## src/bridge_regs_pkg.sv

```systemverilog
// offsets, field positions, reset values and sizes of the bridge control registers
package bridge_regs_pkg;
  localparam logic [7:0] OFS_VIDEO_CTL  = 8'h4f;
  localparam logic [7:0] OFS_INIT_STS   = 8'h50;
  localparam logic [7:0] OFS_AUDIO_SET  = 8'h54;
  localparam logic [7:0] OFS_AUDIO_CONV = 8'h55;

  localparam int BIT_MAP_SEL    = 7;
  localparam int BIT_PIX_MODE   = 6;
  localparam int BIT_PORT_SWAP  = 5;
  localparam int BIT_CFG_RELOAD = 1;
  localparam int BIT_INIT_DONE  = 4;
  localparam int BIT_CFG_DONE   = 2;
  localparam int BIT_CKSUM_OK   = 1;
  localparam int BIT_TDM_EN     = 2;
  localparam int BIT_AUDIO_SRC  = 1;
  localparam int BIT_TDM_SPLIT  = 7;

  localparam logic RST_PORT_SWAP  = 1'b0;
  localparam logic RST_CFG_RELOAD = 1'b0;
  localparam logic RST_CFG_DONE   = 1'b0;
  localparam logic RST_INIT_DONE  = 1'b0;
  localparam logic RST_CKSUM_OK   = 1'b1;
  localparam logic RST_TDM_EN     = 1'b0;
  localparam logic RST_AUDIO_SRC  = 1'b1;
  localparam logic RST_TDM_SPLIT  = 1'b0;

  localparam logic PIX_DUAL   = 1'b0;
  localparam logic PIX_SINGLE = 1'b1;
  localparam logic MAP_SPWG   = 1'b0;
  localparam logic MAP_OLDI   = 1'b1;

  localparam int CKSUM_BYTES = 128;
  localparam int NVM_AW      = 8;
  localparam int LANE_W      = 28;
endpackage

```

## src/bridge_control_status_regs.sv

```systemverilog
// control and status registers of the video serializer bridge
//
// What this block does
// - map bit chooses SPWG or OpenLDI lane arrangement
// - map bit loaded from strap after reset
// - pixel mode bit: 0 dual, 1 single, strapped
// - port swap: secondary port or exchange, resets 0
// - reload bit restarts memory load, self-clears
// - config done precedes initialization done
// - checksum of last 128 memory bytes reported
// - tdm enable serializes parallel audio data
// - audio source: 0 off, 1 pins, resets 1
// - tdm split enable, resets 0
// - eight-bit registers reached by offset over control bus
`timescale 1ns/1ps
module bridge_control_status_regs
  import bridge_regs_pkg::*;
#(
  parameter int W  = LANE_W,
  parameter int AW = NVM_AW
) (
  input  wire logic          clock,
  input  wire logic          nrst,
  input  wire logic [7:0]    reg_addr,
  input  wire logic [7:0]    reg_wdata,
  input  wire logic          reg_wr,
  input  wire logic          reg_rd,
  output logic      [7:0]    reg_rdata_ff,
  input  wire logic          strap_pin_one,
  input  wire logic          strap_pin_zero,
  input  wire logic [W-1:0]  port_a_lanes,
  input  wire logic [W-1:0]  port_b_lanes,
  output logic      [W-1:0]  primary_word_ff,
  output logic      [W-1:0]  secondary_word_ff,
  output logic               nvm_rd_ff,
  output logic      [AW-1:0] nvm_addr_ff,
  input  wire logic [7:0]    nvm_rdata,
  input  wire logic          nvm_valid,
  output logic               cfg_done_ff,
  output logic               init_done_ff,
  output logic               lane_bit_map_select_ff,
  output logic               input_pixel_mode_ff,
  output logic               input_port_swap_ff,
  output logic               audio_source_ff,
  output logic               tdm_serialize_ff,
  output logic               tdm_split_ff
);
  localparam int Q = W / 4;

  logic rst_meta_ff;
  logic rst_n_ff;

  always_ff @(posedge clock or negedge nrst) begin
    if (!nrst) begin
      rst_meta_ff <= 1'b0;
      rst_n_ff    <= 1'b0;
    end else begin
      rst_meta_ff <= 1'b1;
      rst_n_ff    <= rst_meta_ff;
    end
  end

  logic         straps_taken_ff;
  logic         cfg_reload_ff;
  logic         auto_init_ff;
  logic         cksum_ok;
  logic         seq_finish;
  logic [W-1:0] primary_word;
  logic [W-1:0] secondary_word;

  logic         nxt_straps_taken;
  logic         nxt_map;
  logic         nxt_pix;
  logic         nxt_swap;
  logic         nxt_cfg_reload;
  logic         nxt_auto_init;
  logic         nxt_audio_src;
  logic         nxt_tdm_ser;
  logic         nxt_tdm_split;
  logic [7:0]   nxt_rdata;
  logic         wr_ctl;
  logic         wr_aud;
  logic         wr_conv;

  assign wr_ctl  = reg_wr && (reg_addr == OFS_VIDEO_CTL);
  assign wr_aud  = reg_wr && (reg_addr == OFS_AUDIO_SET);
  assign wr_conv = reg_wr && (reg_addr == OFS_AUDIO_CONV);

  nvm_cksum_seq #(
    .AW (AW)
  ) u_seq (
    .clock        (clock),
    .rst_n        (rst_n_ff),
    .start_req    (cfg_reload_ff | auto_init_ff),
    .nvm_rdata    (nvm_rdata),
    .nvm_valid    (nvm_valid),
    .nvm_rd_ff    (nvm_rd_ff),
    .nvm_addr_ff  (nvm_addr_ff),
    .cfg_done_ff  (cfg_done_ff),
    .init_done_ff (init_done_ff),
    .cksum_ok_ff  (cksum_ok),
    .seq_finish   (seq_finish)
  );

  video_port_steer #(
    .W (W)
  ) u_steer (
    .lane_bit_map_select (lane_bit_map_select_ff),
    .input_pixel_mode    (input_pixel_mode_ff),
    .input_port_swap     (input_port_swap_ff),
    .port_a_lanes        (port_a_lanes),
    .port_b_lanes        (port_b_lanes),
    .primary_word        (primary_word),
    .secondary_word      (secondary_word)
  );

  always_comb begin
    nxt_straps_taken = 1'b1;
    nxt_map          = lane_bit_map_select_ff;
    nxt_pix          = input_pixel_mode_ff;
    nxt_swap         = input_port_swap_ff;
    nxt_audio_src    = audio_source_ff;
    nxt_tdm_ser      = tdm_serialize_ff;
    nxt_tdm_split    = tdm_split_ff;
    nxt_auto_init    = auto_init_ff && !seq_finish;
    nxt_cfg_reload   = cfg_reload_ff && !seq_finish;
    if (!straps_taken_ff) begin
      nxt_map       = strap_pin_one;
      nxt_pix       = strap_pin_zero;
      nxt_auto_init = 1'b1;
    end
    if (wr_ctl) begin
      nxt_map  = reg_wdata[BIT_MAP_SEL];
      nxt_pix  = reg_wdata[BIT_PIX_MODE];
      nxt_swap = reg_wdata[BIT_PORT_SWAP];
      // a new request in the finishing cycle wins over the self-clear
      if (reg_wdata[BIT_CFG_RELOAD]) begin
        nxt_cfg_reload = 1'b1;
      end
    end
    if (wr_aud) begin
      nxt_tdm_ser   = reg_wdata[BIT_TDM_EN];
      nxt_audio_src = reg_wdata[BIT_AUDIO_SRC];
    end
    if (wr_conv) begin
      nxt_tdm_split = reg_wdata[BIT_TDM_SPLIT];
    end
  end

  always_comb begin
    nxt_rdata = reg_rdata_ff;
    if (reg_rd) begin
      nxt_rdata = 8'h00;
      unique case (reg_addr)
        OFS_VIDEO_CTL: begin
          nxt_rdata[BIT_MAP_SEL]    = lane_bit_map_select_ff;
          nxt_rdata[BIT_PIX_MODE]   = input_pixel_mode_ff;
          nxt_rdata[BIT_PORT_SWAP]  = input_port_swap_ff;
          nxt_rdata[BIT_CFG_RELOAD] = cfg_reload_ff;
        end
        OFS_INIT_STS: begin
          nxt_rdata[BIT_INIT_DONE] = init_done_ff;
          nxt_rdata[BIT_CFG_DONE]  = cfg_done_ff;
          nxt_rdata[BIT_CKSUM_OK]  = cksum_ok;
        end
        OFS_AUDIO_SET: begin
          nxt_rdata[BIT_TDM_EN]    = tdm_serialize_ff;
          nxt_rdata[BIT_AUDIO_SRC] = audio_source_ff;
        end
        OFS_AUDIO_CONV: begin
          nxt_rdata[BIT_TDM_SPLIT] = tdm_split_ff;
        end
        default: begin
          nxt_rdata = 8'h00;
        end
      endcase
    end
  end

  always_ff @(posedge clock or negedge rst_n_ff) begin
    if (!rst_n_ff) begin
      straps_taken_ff        <= 1'b0;
      lane_bit_map_select_ff <= MAP_SPWG;
      input_pixel_mode_ff    <= PIX_DUAL;
      input_port_swap_ff     <= RST_PORT_SWAP;
      cfg_reload_ff          <= RST_CFG_RELOAD;
      auto_init_ff           <= 1'b0;
      audio_source_ff        <= RST_AUDIO_SRC;
      tdm_serialize_ff       <= RST_TDM_EN;
      tdm_split_ff           <= RST_TDM_SPLIT;
      reg_rdata_ff           <= 8'h00;
      primary_word_ff        <= '0;
      secondary_word_ff      <= '0;
    end else begin
      straps_taken_ff        <= nxt_straps_taken;
      lane_bit_map_select_ff <= nxt_map;
      input_pixel_mode_ff    <= nxt_pix;
      input_port_swap_ff     <= nxt_swap;
      cfg_reload_ff          <= nxt_cfg_reload;
      auto_init_ff           <= nxt_auto_init;
      audio_source_ff        <= nxt_audio_src;
      tdm_serialize_ff       <= nxt_tdm_ser;
      tdm_split_ff           <= nxt_tdm_split;
      reg_rdata_ff           <= nxt_rdata;
      primary_word_ff        <= primary_word;
      secondary_word_ff      <= secondary_word;
    end
  end
endmodule // bridge_control_status_regs

```

## src/nvm_cksum_seq.sv

```systemverilog
// configuration load sequence: reads the checksum area of the memory and flags completion
`timescale 1ns/1ps
module nvm_cksum_seq
  import bridge_regs_pkg::*;
#(
  parameter int AW = NVM_AW
) (
  input  wire logic          clock,
  input  wire logic          rst_n,
  input  wire logic          start_req,
  input  wire logic [7:0]    nvm_rdata,
  input  wire logic          nvm_valid,
  output logic               nvm_rd_ff,
  output logic      [AW-1:0] nvm_addr_ff,
  output logic               cfg_done_ff,
  output logic               init_done_ff,
  output logic               cksum_ok_ff,
  output logic               seq_finish
);
  typedef enum logic [3:0] {
    S_IDLE = 4'h1,
    S_REQ  = 4'h2,
    S_WAIT = 4'h4,
    S_CFG  = 4'h8
  } seq_state_t;

  localparam logic [AW-1:0] FIRST_ADDR = AW'((1 << AW) - CKSUM_BYTES);
  localparam logic [AW-1:0] LAST_ADDR  = '1;

  seq_state_t    state_ff;
  seq_state_t    nxt_state;
  logic [7:0]    sum_ff;
  logic [7:0]    nxt_sum;
  logic [AW-1:0] nxt_nvm_addr;
  logic          nxt_nvm_rd;
  logic          nxt_cfg_done;
  logic          nxt_init_done;
  logic          nxt_cksum_ok;

  assign seq_finish = (state_ff == S_CFG);

  always_comb begin
    nxt_state     = state_ff;
    nxt_sum       = sum_ff;
    nxt_nvm_addr  = nvm_addr_ff;
    nxt_nvm_rd    = 1'b0;
    nxt_cfg_done  = cfg_done_ff;
    nxt_init_done = init_done_ff;
    nxt_cksum_ok  = cksum_ok_ff;
    unique case (state_ff)
      S_IDLE: begin
        if (start_req) begin
          nxt_state     = S_REQ;
          nxt_sum       = 8'h00;
          nxt_nvm_addr  = FIRST_ADDR;
          nxt_cfg_done  = 1'b0;
          nxt_init_done = 1'b0;
        end
      end
      S_REQ: begin
        nxt_nvm_rd = 1'b1;
        nxt_state  = S_WAIT;
      end
      S_WAIT: begin
        if (nvm_valid) begin
          nxt_sum = sum_ff + nvm_rdata;
          if (nvm_addr_ff == LAST_ADDR) begin
            nxt_state    = S_CFG;
            nxt_cfg_done = 1'b1;
            nxt_cksum_ok = ((sum_ff + nvm_rdata) == 8'h00);
          end else begin
            nxt_nvm_addr = nvm_addr_ff + 1'b1;
            nxt_state    = S_REQ;
          end
        end
      end
      S_CFG: begin
        nxt_init_done = 1'b1;
        nxt_state     = S_IDLE;
      end
    endcase
  end

  always_ff @(posedge clock or negedge rst_n) begin
    if (!rst_n) begin
      state_ff     <= S_IDLE;
      sum_ff       <= 8'h00;
      nvm_addr_ff  <= '0;
      nvm_rd_ff    <= 1'b0;
      cfg_done_ff  <= RST_CFG_DONE;
      init_done_ff <= RST_INIT_DONE;
      cksum_ok_ff  <= RST_CKSUM_OK;
    end else begin
      state_ff     <= nxt_state;
      sum_ff       <= nxt_sum;
      nvm_addr_ff  <= nxt_nvm_addr;
      nvm_rd_ff    <= nxt_nvm_rd;
      cfg_done_ff  <= nxt_cfg_done;
      init_done_ff <= nxt_init_done;
      cksum_ok_ff  <= nxt_cksum_ok;
    end
  end
endmodule // nvm_cksum_seq

```

## src/video_port_steer.sv

```systemverilog
// input port exchange and lane bit arrangement for the video receiver
`timescale 1ns/1ps
module video_port_steer
  import bridge_regs_pkg::*;
#(
  parameter int W = LANE_W
) (
  input  wire logic         lane_bit_map_select,
  input  wire logic         input_pixel_mode,
  input  wire logic         input_port_swap,
  input  wire logic [W-1:0] port_a_lanes,
  input  wire logic [W-1:0] port_b_lanes,
  output logic      [W-1:0] primary_word,
  output logic      [W-1:0] secondary_word
);
  localparam int Q = W / 4;

  logic [W-1:0] src_a;
  logic [W-1:0] src_b;

  always_comb begin
    src_a = port_a_lanes;
    src_b = port_b_lanes;
    if (input_port_swap) begin
      src_a = port_b_lanes;
      src_b = (input_pixel_mode == PIX_SINGLE) ? '0 : port_a_lanes;
    end else if (input_pixel_mode == PIX_SINGLE) begin
      src_b = '0;
    end
  end

  // last lane carries color msbs in one arrangement and lsbs in the other
  always_comb begin
    if (lane_bit_map_select == MAP_OLDI) begin
      primary_word   = src_a;
      secondary_word = src_b;
    end else begin
      primary_word   = {src_a[W-Q-1:0], src_a[W-1:W-Q]};
      secondary_word = {src_b[W-Q-1:0], src_b[W-1:W-Q]};
    end
  end
endmodule // video_port_steer
```

## config.mk

```make
export PLATFORM = sky130hd
export DESIGN_NAME = bridge_control_status_regs
export DESIGN_NICKNAME = d
export VERILOG_FILES = /design/src/bridge_regs_pkg.sv /design/src/bridge_control_status_regs.sv /design/src/nvm_cksum_seq.sv /design/src/video_port_steer.sv
export SDC_FILE = /design/constraint.sdc
export NUM_CORES = 1
export LEC_CHECK = 0
export BUFFER_PORTS_ARGS = -buffer_cell sky130_fd_sc_hd__buf_2
export CORE_AREA = 2 2 110 112
export DETAILED_ROUTE_END_ITERATION = 8
export DIE_AREA = 0 0 112 114
export PLACE_DENSITY = 0.79
export SLEW_MARGIN = 20
export SYNTH_ARGS = -nofsm -noshare
export SYNTH_HDL_FRONTEND = slang
export SYNTH_SLANG_ARGS = --single-unit
```

## constraint.sdc

```tcl
create_clock -name clock -period 3.9 [get_ports clock]
set_input_delay 0.39 -clock clock [delete_from_list [all_inputs] [get_ports clock]]
set_output_delay 0.39 -clock clock [all_outputs]
set_load 0.005 [all_outputs]
```

Word-level counts from Yosys, hierarchy flattened
Index checks and enable logic that the tools add are counted.
Widths: inputs -> output; s select.
{"block": "totals", "register_bits": 97, "latch_bits": 0, "ramBits": 0, "mem_bits_ro": 0, "elab_cells": 88, "memories": 0}
{"block": "classes", "addsub": 2, "n_mul": 0, "n_div": 0, "n_lt_le_gt_ge": 0, "n_eq_ne": 14, "shift": 0, "n_mux": 35, "bitwise": 1, "n_reduce_logical": 15}
{"op": "$mux 28", "count": 6}
{"op": "$mux 8", "count": 5}
{"op": "$eq 8x7->1 const B", "count": 4}
{"op": "$pmux 8 s2", "count": 2}
{"op": "$pmux 4 s4", "count": 1}
{"op": "$mux 1", "count": 12}
{"op": "$mux 4", "count": 3}
{"op": "$add 8x1->8 const B", "count": 1}
{"op": "$add 8x8->8", "count": 1}
{"op": "$eq 8x8->1 const B", "count": 1}
{"op": "$logic_not 8->1", "count": 1}
{"op": "$pmux 1 s2", "count": 4}
{"op": "$reduce_and 4->1", "count": 2}
{"op": "$ne 2x1->1 const B", "count": 3}
{"op": "$reduce_and 3->1", "count": 2}
{"op": "$logic_and 1x1->1", "count": 5}
{"op": "$eq 4x1->1 const B", "count": 1}
{"op": "$eq 4x2->1 const B", "count": 1}
{"op": "$eq 4x3->1 const B", "count": 1}
{"op": "$eq 4x4->1 const B", "count": 1}
{"op": "$ne 2x2->1 const B", "count": 2}
{"op": "$reduce_and 2->1", "count": 2}
{"op": "$reduce_bool 2->1", "count": 2}
{"op": "$pmux 1 s3", "count": 1}
{"op": "other kinds (3)", "count": 3}

Depth between registers and ports, before layout
Gate-level depths: netlist of the first run.
{"block": "depth", "word_depth": 5, "mapped_depth": 7}

Cells and area by module
A second synthesis of the first run with hierarchy kept.
{"block": "hier_totals", "cells_unflattened": 362, "hier_area_um2": 4862.2}
{"module": "bridge_control_status_regs", "instances": 1, "cells_per_inst": 120, "area_per_inst_um2": 2195.9, "seq_area_each_um2": 1828.0}
{"module": "nvm_cksum_seq", "instances": 1, "cells_per_inst": 141, "area_per_inst_um2": 1440.1, "seq_area_each_um2": 603.1}
{"module": "video_port_steer", "instances": 1, "cells_per_inst": 101, "area_per_inst_um2": 1226.2, "seq_area_each_um2": 0.0}

Worst setup path after synthesis of the first run
OpenSTA, ideal clock, no wires.
{"block": "synth_timing", "kind": "in2reg", "from": "input port nvm_rdata[0]", "to": "register u_seq.cksum_ok_ff", "arrival_ns": 2.064, "required_time_ns": 3.841, "slack_ns": 1.776, "stages": 7, "cell_sequence": "ha_1 -> fa_1 -> a21o_1 -> a211oi_1 -> o221ai_1 -> nor4bb_1 -> a31o_2"}
{"block": "synth_via", "elab_chain_len": 2}
{"element": "start, declared", "line": "bridge_control_status_regs.sv:37", "text": "input wire logic [7:0] nvm_rdata,"}
{"element": "$add 8x8->8", "line": "nvm_cksum_seq.sv:70", "text": "nxt_cksum_ok = ((sum_ff + nvm_rdata) == 8'h00);"}
{"element": "$logic_not 8->1", "line": "nvm_cksum_seq.sv:70"}
{"element": "end signal, assigned", "line": "nvm_cksum_seq.sv:100", "text": "cksum_ok_ff <= nxt_cksum_ok;"}
{"element": "end, declared", "line": "nvm_cksum_seq.sv:17", "text": "output logic cksum_ok_ff,"}
No other way between the ends.
A chain may end at the register's enable or synchronous reset.

Worst setup path after layout of the first run
{"block": "layout_timing", "from": "register u_seq.sum_ff[1]", "to": "register u_seq.cksum_ok_ff"}
{"block": "layout_via", "elab_chain_len": 2}
{"element": "start, declared", "line": "nvm_cksum_seq.sv:32", "text": "logic [7:0] sum_ff;"}
{"element": "start signal, assigned", "line": "nvm_cksum_seq.sv:95", "text": "sum_ff <= nxt_sum;"}
{"element": "$add 8x8->8", "line": "nvm_cksum_seq.sv:70"}
{"element": "$logic_not 8->1", "line": "nvm_cksum_seq.sv:70"}
No other way between the ends.

==> results of run 1 <==
==> cell usage in the layout, fill, tap and decap left out, types with 6 or more instances in the layout <==
cell	count
ha_1	8
clkbuf_16	9
mux2_2	6
inv_1	13
nor3_1	8
nor2b_1	30
o21ai_0	16
nand3_1	7
nor2_1	12
mux4_2	56
buf_2	162
a22o_1	6
a211oi_1	6
a21oi_1	10
dfrtp_1	91
nand2_1	17
==> layer usage <==
metal / GRT usage, % / wire [um]
met5: 0 / 0
met4: 7.64 / 266
met3: 7.17 / 1060
met2: 29.7 / 5580
met1: 24.6 / 4830
==> stage by stage <==
step / util [%] / total power [mW] / hold WS [ns] / cell area [um^2] / cells
floorplan: - / 1.81 / 0.0944 / 5140 / 377
global placement: 51.7 / 2.04 / 0.175 / 6060 / 666
detailed placement: 51.7 / 2.08 / 0.175 / 6060 / 666
CTS: 54.4 / 2.97 / 0.260 / 6370 / 683
global route: 54.4 / 3.12 / 0.274 / 6370 / 683
finish: 54.4 / 2.95 / 0.274 / 6370 / 683
==> repair_timing <==
action	in CTS	in global routing
endpoints found under the hold margin	2	0
hold buffers	1	0
resized for setup	0	0
==> sequential cells by signal (all words and copies together), names as in the netlist, 4 cells and up <==
| register | count |
|---|---|
| u_seq.sum_ff | 8 |
| secondary_word_ff | 28 |
| u_seq.nvm_addr_ff | 8 |
| reg_rdata_ff | 6 |
| primary_word_ff | 28 |
| u_seq.state_ff | 4 |
==> cells in the mapped netlist, types with 3 or more instances <==
cell type	n	area, um^2
a211oi_1	6	45.0
a21o_1	3	22.5
a21oi_1	10	50.1
a22o_1	6	52.6
buf_1	4	15.0
buf_2	7	35.0
clkbuf_1	9	33.8
dfrtp_1	94	2350
dfstp_2	3	78.8
ha_1	8	100
inv_1	13	48.8
mux2_2	6	67.6
mux4_2	56	1260
nand2_1	17	63.8
nand3_1	7	35.0
nor2_1	12	45.0
nor2b_1	30	188
nor3_1	8	40.0
nor4b_1	4	35.0
o21ai_0	16	80.1
or3_1	3	18.8
or3b_2	3	26.3
xnor2_1	4	35.0
xor2_1	3	26.3
==> cell families (layout without fill, tap and decap cells) <==
family | Yosys count | after routing
AOI/OAI and AO/OA | 56 | 56
xor gates and xnor gates | 7 | 7
adders and majority gates | 9 | 9
buffers and inverters | 37 | 196
DFF | 97 | 97
muxes | 64 | 64
other | 2 | 4
and+or+nand+nor | 103 | 103
==> final cells by class <==
class	instances	area share, %
clock buffers	9	3.54
well taps	147	2.89
inverters	13	0.767
repair buffers	167	13.4
clock inverters	7	1.12
flip-flops and latches	97	38.3
multi-input cells	243	40.0
==> path summary, 6_finish.rpt <==
path                                              from                       endpoint  slack [ns]  depth (start not counted)
max                        u_seq.sum_ff[1]$_DFFE_PN0P_  u_seq.cksum_ok_ff$_DFFE_PN1P_        1.46                          6
min                                       reg_wdata[2]   tdm_serialize_ff$_DFFE_PN0P_        0.27                          2
max reg2reg                u_seq.sum_ff[1]$_DFFE_PN0P_  u_seq.cksum_ok_ff$_DFFE_PN1P_        1.46                          6
min reg2reg                      rst_meta_ff$_DFF_PN0_             rst_n_ff$_DFF_PN0_        0.36                          0
max in group asynchronous           rst_n_ff$_DFF_PN0_    audio_source_ff$_DFFE_PN1P_        2.49                          1
min in group asynchronous                         nrst             rst_n_ff$_DFF_PN0_        0.34                          2
==> power breakdown <==
group / leakage (nW) / switching, mW / internal, mW / total [mW]
Sequential: 1.20 / 0.139 / 1.14 / 1.28
Combinational: 1.53 / 0.368 / 0.415 / 0.784
Clock: 0.137 / 0.384 / 0.496 / 0.880
Total: 2.86 / 0.892 / 2.06 / 2.95
==> out/metrics.yaml, run 1 <==
grt_pass1_vias: 3890
antenna_left: 0
finalNetCount: 627
critPathTopFamily: "simple AND/OR/NAND/NOR gates"
cts.sinks: 97
post-cts-setup-buffer-count: 0
coreArea_um2: 11700
max_stage_delay_ns: 0.48
place_congestion: 0.815
hp-class: "in2reg"
synth_cell_types: 57
clockRootBuffer: "clkbuf_16"
fillerInstances: 985
ys_warn_count: 0
clock_path_buffers: 2
die_x_um: 112
path_cells: "ha_1, a211oi_1, nor3_1, or3b_2, nor4bb_1, a31o_2"
crit_type: "reg2reg"
antenna_found_initial: 0
numCtsBuffers: 9
outcome: "complete, no violations"
synthMuxAreaShare_pct: 26.3
max_freq_mhz: 410
multi_input_area_um2: 2550
drc: 0
antenna_cells: 0
wl_per_cell_um: 17.2
report.final.slew_viol_count: 0
max_slew.worst_pin.slew_ns: 0.941
synth_top_family_by_area: "multiplexers"
finalClockSkew_ns: 0.00545
critical_path.startpoint_type: "flop"
die_y_um: 114
final.period_utilization_pct: 62.5
place.port_buffers: 162
grt_usage_pct: 19.1
synth_xor_area_share_pct: 1.19
via_count: 3786
dp_slack_ns: 1.41
timing.final.crit_period_ns: 2.44
drt-initial-drc-count: 306
hold_viol_final: 0
synth_simple_gate_area_share_pct: 12.2
syn_inst: 375
grt_max_degree: 60
syn_to_final_growth_pct: 24.0
leakage_nw: 2.86
clk_pin_slew_ns: 0.07
ios: 168
synth_edf_count: 0
setup_viol: 0
seqCellArea_um2: 2440
syn_avg_cell_area_um2: 13.7
die_area_um2: 12800
num_rows: 40
synth-async-reset-ratio_pct: 100
arrival_ns: 2.73
crit_buf_inv: 0
synth-main-ff-cell: "dfrtp_1"
synth_seq_cells: 97
synth-adder-area-share_pct: 2.34
clkLatencyLatePin_ns: 0.34
slew-limit-headroom_pct: 37.3
required_ns: 4.19
drt_wl_total_um: 11700
rsz0062_at_grt: "false"
finalWorstSetupSlack_ns: 1.46
ir_drop_mv: 0.341
drive_gt1_share_pct: 48.5
grt-ovfl-total: 0
initial_utilization_pct: 43.8
syn_area_um2: 5130
synth_compound_area_share_pct: 7.29
htreeDepth: 3
drtPass1Iterations: 4
via_per_inst: 5.54
tritoncts: "built"
seq_area_frac_synth_pct: 47.4
hpwl_um: 8790
cp_slowest_cell: "a211oi_1"
tns_ns: 0
cp-end-kind: "flop"
max_cap_viol_count: 0
crit_fanout: 4
power_density_nw_per_um2: 463
grt_pass1_wl_um: 19300
Note: power is estimated with default switching activity, not from simulation.
==> run 2, diff against run 1 <==
--- a/config.mk
+++ b/config.mk
@@ -9,7 +9,7 @@
 export CORE_AREA = 2 2 110 112
 export DETAILED_ROUTE_END_ITERATION = 8
 export DIE_AREA = 0 0 112 114
-export PLACE_DENSITY = 0.79
+export PLACE_DENSITY = 0.82
 export SLEW_MARGIN = 20
 export SYNTH_ARGS = -nofsm -noshare
 export SYNTH_HDL_FRONTEND = slang
==> constraint.sdc (replaced) <==
create_clock -name clock -period 1.95 [get_ports clock]
set_input_delay 0.195 -clock clock [delete_from_list [all_inputs] [get_ports clock]]
set_output_delay 0.195 -clock clock [all_outputs]
set_load 0.005 [all_outputs]
==> run 2 against run 1 <==
Effect of this change:
- the run now ends with negative setup slack left
- final area is 6.8% higher
- setup slack worse by 1.6 ns
- largest power group unchanged
- sequential cell count stayed put
- routed wire length is 6.9% higher
- sequential share of layout area is 2.4 points lower
- clock skew is 0.0020 ns higher
- via count is 5.3% higher
- die area stayed put
- count of clock-buffer cells in the layout is 1 higher
- non-clock buffer count is 34 higher
- hold slack worse by 0.18 ns
==> out/metrics.yaml, run 2 (synthesis gave the netlist of run 1 again) <==
die_area_um2: 12800  # unchanged
cp-end-kind: "flop"
via_count: 3986  # +5.3%
drt-initial-drc-count: 179  # -42%
slew-limit-headroom_pct: 57.8  # +21 points
drc: 0  # unchanged
drtPass1Iterations: 4  # unchanged
clk_pin_slew_ns: 0.07  # about the same
p_total_mw: 6.44  # +120%
setup_viol: 2  # +2
tns_ns: -0.203  # -0.203 ns
final_area_um2: 6800  # +6.8%
timing.final.crit_period_ns: 2.07  # -0.365 ns
hpwl_um: 9460  # +7.6%
place.port_buffers: 162  # unchanged
required_ns: 2.24  # -1.95 ns
wl_per_cell_um: 17.4  # +1.1%
post-place-cells: 695  # +4.4%
holdWs_ns: 0.0970  # -0.177 ns
final.period_utilization_pct: 106  # +44 points
leakage_nw: 3.08  # +7.5%
worst-r2r-setup-slack_ns: -0.12  # -1.58 ns
crit_type: "reg2reg"
rr_worst_depth: 7  # +1
place_area_um2: 6370  # +5.1%
violations: "negative setup slack"
clkLatencyLatePin_ns: 0.33  # about the same
min_from: "reg_wdata[5]"
grt_usage_pct: 20.1  # +0.94 points
wl_met1_um: 4820  # -0.19%
clock_path_buffers: 2  # unchanged
instances_no_fill: 722  # +5.7%
reg.largest.list: "primary_word_ff x28, secondary_word_ff x28"
via_per_inst: 5.52  # -0.40%
hold_viol_final: 0  # unchanged
holdPathEnd: "input_port_swap_ff$_DFFE_PN0P_"
finalWorstSetupSlack_ns: -0.124  # -1.58 ns
outcome: "finished, violations left"
report.final.slew_viol_count: 0  # unchanged
power_density_nw_per_um2: 947  # +100%
whs_path_depth: 2  # unchanged
critical_path.startpoint_type: "flop"
reg2reg_to: "u_seq.cksum_ok_ff$_DFFE_PN1P_"
die_x_um: 112  # unchanged
die_y_um: 114  # unchanged
final_common_cell: "buf_2"
finalNetCount: 661  # +5.4%
fillerInstances: 971  # -1.4%
antenna_left: 0  # unchanged
initial_utilization_pct: 43.8  # unchanged
wl_met3_um: 786  # -26%
layout_common_cells: "buf_2, dfrtp_1, mux4_2"
place_congestion: 0.870  # +6.7%
max_slew.worst_pin.slew_ns: 0.633  # -0.308 ns
dp_slack_ns: -0.154  # -1.57 ns
tritoncts: "built"
numCtsBuffers: 9  # unchanged
max_freq_mhz: 482  # +18%
ir_drop_mv: 0.721  # +110%
drt_wl_total_um: 12500  # +6.9%
max_cap_viol_count: 0  # unchanged
htreeDepth: 3  # unchanged
grt-ovfl-total: 0  # unchanged
crit_fanout: 3  # -1
seqCellArea_um2: 2440  # unchanged
grt_pass1_wl_um: 20400  # +5.8%
finalClockSkew_ns: 0.00740  # +0.00195 ns
wl_met2_um: 6550  # +17%
antenna_found_initial: 6  # +6
rsz0062_at_grt: "true"
reg2reg_from: "u_seq.sum_ff[0]$_DFFE_PN0P_"
multi_input_area_um2: 2640  # +3.6%
clockRootBuffer: "clkbuf_16"
ios: 168  # unchanged
grt_max_degree: 96  # +60%
fin_util_pct: 58.1  # +3.7 points
syn_to_final_growth_pct: 32.4
grt_pass1_vias: 4091  # +5.2%
arrival_ns: 2.36  # -0.37 ns
dr.max_layer_used: "met5"
cts.sinks: 97  # unchanged
num_rows: 40  # unchanged
drive_gt1_share_pct: 53.9  # +5.4 points
coreArea_um2: 11700  # unchanged
hp-class: "in2reg"
run 2: critical path, stage by stage, from the launching register on:
cell	delay [ns]
dfrtp_1	0.41
ha_4	0.18
buf_4	0.13
a211oi_4	0.26
nor3_1	0.09
or3b_2	0.46
nor4bb_1	0.30
a31o_2	0.19
run 2: area by class of cell:
type,count,share of cell area [%]
Timing Repair Buffer,201,17.2
Clock inverter,6,0.957
Antenna cell,5,0.184
Multi-Input combinational cell,243,38.8
Sequential cell,97,35.9
Clock buffer,10,3.51
Tap cell,147,2.71
Inverter,13,0.718
run 2: how the worst max path moves through the flow:
| stage | startpoint | to | slack, ns | cells after the start |
|---|---|---|---|---|
| global route | u_seq.sum_ff[1]$_DFFE_PN0P_ | u_seq.cksum_ok_ff$_DFFE_PN1P_ | -0.25 | 7 |
| floorplan | u_seq.sum_ff[2]$_DFFE_PN0P_ | u_seq.cksum_ok_ff$_DFFE_PN1P_ | 0.002 | 6 |
| finish | u_seq.sum_ff[0]$_DFFE_PN0P_ | u_seq.cksum_ok_ff$_DFFE_PN1P_ | -0.12 | 7 |
| detailed placement | u_seq.sum_ff[0]$_DFFE_PN0P_ | u_seq.cksum_ok_ff$_DFFE_PN1P_ | -0.15 | 7 |
| global placement | u_seq.sum_ff[0]$_DFFE_PN0P_ | u_seq.cksum_ok_ff$_DFFE_PN1P_ | -0.09 | 7 |
| CTS | u_seq.sum_ff[0]$_DFFE_PN0P_ | u_seq.cksum_ok_ff$_DFFE_PN1P_ | -0.08 | 7 |
run 2: routing by layer:
metal,up-vias,global-route usage (%)
li1,1812,-
met5,-,0
met4,2,8.94
met1,2016,24.3
met2,123,34.7
met3,33,4.46
run 2: what timing repair did:
item | in CTS | in global routing
pin swaps | 4 | 9
buffers inserted | 2 | 3
hold endpoints to repair | 2 | 0
hold buffers | 1 | 0
endpoints found under the setup margin | 3 | 6
gates resized for setup | 2 | 14
run 2: where the power goes:
| part | total [mW] | internal [mW] | switching (mW) |
|---|---|---|---|
| Sequential | 2.48 | 2.29 | 0.186 |
| Combinational | 2.17 | 1.17 | 0.998 |
| Clock | 1.79 | 1.03 | 0.760 |
==> run 3, diff against run 2 <==
--- a/config.mk
+++ b/config.mk
@@ -6,9 +6,9 @@
 export NUM_CORES = 1
 export LEC_CHECK = 0
 export BUFFER_PORTS_ARGS = -buffer_cell sky130_fd_sc_hd__buf_2
-export CORE_AREA = 2 2 110 112
+export CORE_AREA = 2 2 99 125
 export DETAILED_ROUTE_END_ITERATION = 8
-export DIE_AREA = 0 0 112 114
+export DIE_AREA = 0 0 101 127
 export PLACE_DENSITY = 0.82
 export SLEW_MARGIN = 20
 export SYNTH_ARGS = -nofsm -noshare
==> run 3 against run 2 <==
Effect of this change:
- the flow still finishes with violations (negative setup slack)
- global-route usage rose by 0.20 points
- count of clock-buffer cells in the layout rose by 1
- final area fell by 0.66%
- clock skew barely moved
- core utilization rose by 0.36 points
- maximum frequency rose by 0.46%
- register-to-register slack barely moved
- setup slack improved by 0.0095 ns
- highest routed layer is now met4
==> out/metrics.yaml, run 3 (synthesis gave the netlist of run 1 again) <==
outcome: "finished, violations left"
violations: "negative setup slack"
pwr-share-comb_pct: 33.2  # -0.5 points
clock_path_buffers: 2  # unchanged
num_rows: 44  # +10%
grt_max_degree: 57  # -41%
max_cap_viol_count: 0  # unchanged
max_freq_mhz: 484  # +0.46%
path_cells: "ha_4, fa_2, buf_4, a211oi_2, o21ai_1, a21oi_1, xor2_1, a31o_2"
finalClockSkew_ns: 0.00728  # -0.000124 ns
die_y_um: 127  # +11%
via_per_inst: 5.59  # +1.3%
hold_viol_final: 0  # unchanged
cts.sinks: 97  # unchanged
cp_slowest_cell: "dfrtp_1"
ir_drop_mv: 0.533  # -26%
numCtsBuffers: 9  # unchanged
clk_pin_slew_ns: 0.06  # about the same
tritoncts: "built"
final_area_um2: 6750  # -0.66%
coreArea_um2: 11600  # -1.3%
grt_usage_pct: 20.3  # +0.20 points
dp_slack_ns: -0.167  # -0.0124 ns
critical_path.startpoint_type: "flop"
final.period_utilization_pct: 106  # -0.49 points
drtPass1Iterations: 4  # unchanged
drt_wl_total_um: 12500  # -0.27%
post-place-cells: 688  # -1.0%
power_density_nw_per_um2: 939  # -0.90%
place_congestion: 0.893  # +2.6%
grt_pass1_vias: 4137  # +1.1%
drt-initial-drc-count: 111  # -38%
holdWs_ns: 0.0980  # +0.000921 ns
reg.largest.list: "primary_word_ff x28, secondary_word_ff x28"
via_count: 3953  # -0.83%
antenna_cells: 0  # -5
finalWorstSetupSlack_ns: -0.114  # +0.00948 ns
place_area_um2: 6360  # -0.14%
timing.final.crit_period_ns: 2.06  # -0.00948 ns
syn_to_final_growth_pct: 31.6
antenna_found_initial: 0  # -6
leakage_nw: 3.06  # -0.71%
fin_util_pct: 58.4  # +0.36 points
arrival_ns: 2.34  # -0.02 ns
grt_pass1_wl_um: 20200  # -0.88%
die_area_um2: 12800  # +0.46%
report.final.slew_viol_count: 0  # unchanged
max_slew.worst_pin.slew_ns: 0.556  # -0.0763 ns
p_total_mw: 6.34  # -1.6%
intPower_mw: 4.46  # -0.83%
required_ns: 2.23  # about the same
instances_no_fill: 707  # -2.1%
crit_fanout: 3  # unchanged
place.port_buffers: 162  # unchanged
grt-ovfl-total: 0  # unchanged
p_seq_share_pct: 39.2  # +0.7 points
rsz0062_at_grt: "true"
initial_utilization_pct: 44.4  # +0.57 points
layout_common_cells: "buf_2, dfrtp_1, mux4_2"
p_sw_share_pct: 29.7  # -0.51 points
die_x_um: 101  # -9.8%
p_sw_mw: 1.88  # -3.2%
final_common_cell: "buf_2"
hpwl_um: 9690  # +2.5%
critPathTopFamily: "compound AO/OA/AOI/OAI gates"
max_stage_delay_ns: 0.41  # -0.05 ns
drc: 0  # unchanged
cp-end-kind: "flop"
clockRootBuffer: "clkbuf_16"
fillerInstances: 931  # -4.1%
tns_ns: -0.189  # +0.0145 ns
crit_type: "reg2reg"
htreeDepth: 3  # unchanged
setup_viol: 2  # unchanged
slew-limit-headroom_pct: 62.9  # +5.1 points
clkLatencyLatePin_ns: 0.33  # about the same
antenna_left: 0  # unchanged
finalNetCount: 661  # unchanged
p_clk_share_pct: 27.6  # -0.3 points
hp-class: "in2reg"
ios: 168  # unchanged
wl_per_cell_um: 17.7  # +1.8%
drive_gt1_share_pct: 53.8  # -0.081 points
crit_buf_inv: 1  # unchanged
run 3: cell count changes in the layout (fill, tap and decap cells not counted), moves of 2 or more:
| cell | previous run | this run |
|---|---|---|
| diode_2 | 5 | 0 |
| buf_4 | 32 | 34 |
| clkinv_2 | 2 | 0 |
| inv_6 | 2 | 0 |
run 3: layer usage:
layer  routed length (um)  global-route usage [%]  share of wire [%]
met5                    0                       0                  0
met4                  278                    7.95                2.2
met3                 1050                    6.89                8.4
met2                 6510                    34.3                 52
met1                 4670                    23.7                 37
run 3: worst paths after layout:
path | from | slack [ns] | depth (start not counted) | to
max | u_seq.sum_ff[0]$_DFFE_PN0P_ | -0.11 | 8 | u_seq.cksum_ok_ff$_DFFE_PN1P_
min | reg_wdata[2] | 0.1 | 2 | tdm_serialize_ff$_DFFE_PN0P_
max reg2reg | u_seq.sum_ff[0]$_DFFE_PN0P_ | -0.11 | 8 | u_seq.cksum_ok_ff$_DFFE_PN1P_
min reg2reg | rst_n_ff$_DFF_PN0_ | 0.18 | 0 | reg_rdata_ff[6]$_DFFE_PN0P_
max in group asynchronous | rst_n_ff$_DFF_PN0_ | 1.12 | 1 | u_seq.cksum_ok_ff$_DFFE_PN1P_
min in group asynchronous | nrst | 0.17 | 2 | rst_meta_ff$_DFF_PN0_
run 3: power groups by stage:
| stage | Sequential [mW] | Combinational, mW | Clock, mW |
|---|---|---|---|
| after floorplan | 2.51 | 1.16 | 0 |
| after global placement | 2.50 | 1.87 | 0 |
| after detailed placement | 2.51 | 1.95 | 0 |
| after CTS | 2.48 | 2.01 | 1.79 |
| after global routing | 2.52 | 2.31 | 1.88 |
| final | 2.49 | 2.11 | 1.75 |
run 3: final cells by class:
class / count / area, um^2 / share of cell area, %
Timing Repair Buffer: 201 / 1160 / 17.1
Inverter: 13 / 48.8 / 0.722
Sequential cell: 97 / 2440 / 36.1
Multi-Input combinational cell: 243 / 2640 / 39.1
Clock inverter: 4 / 53.8 / 0.797
Clock buffer: 11 / 243 / 3.59
Tap cell: 138 / 173 / 2.56
run 3: repair_timing:
item                       in CTS  in global routing
hold buffers                    1                  0
pin swaps                       3                  7
hold endpoints to repair        2                  0
setup endpoints to repair       3                  8
resized for setup               2                 13
setup buffers                   1                  2
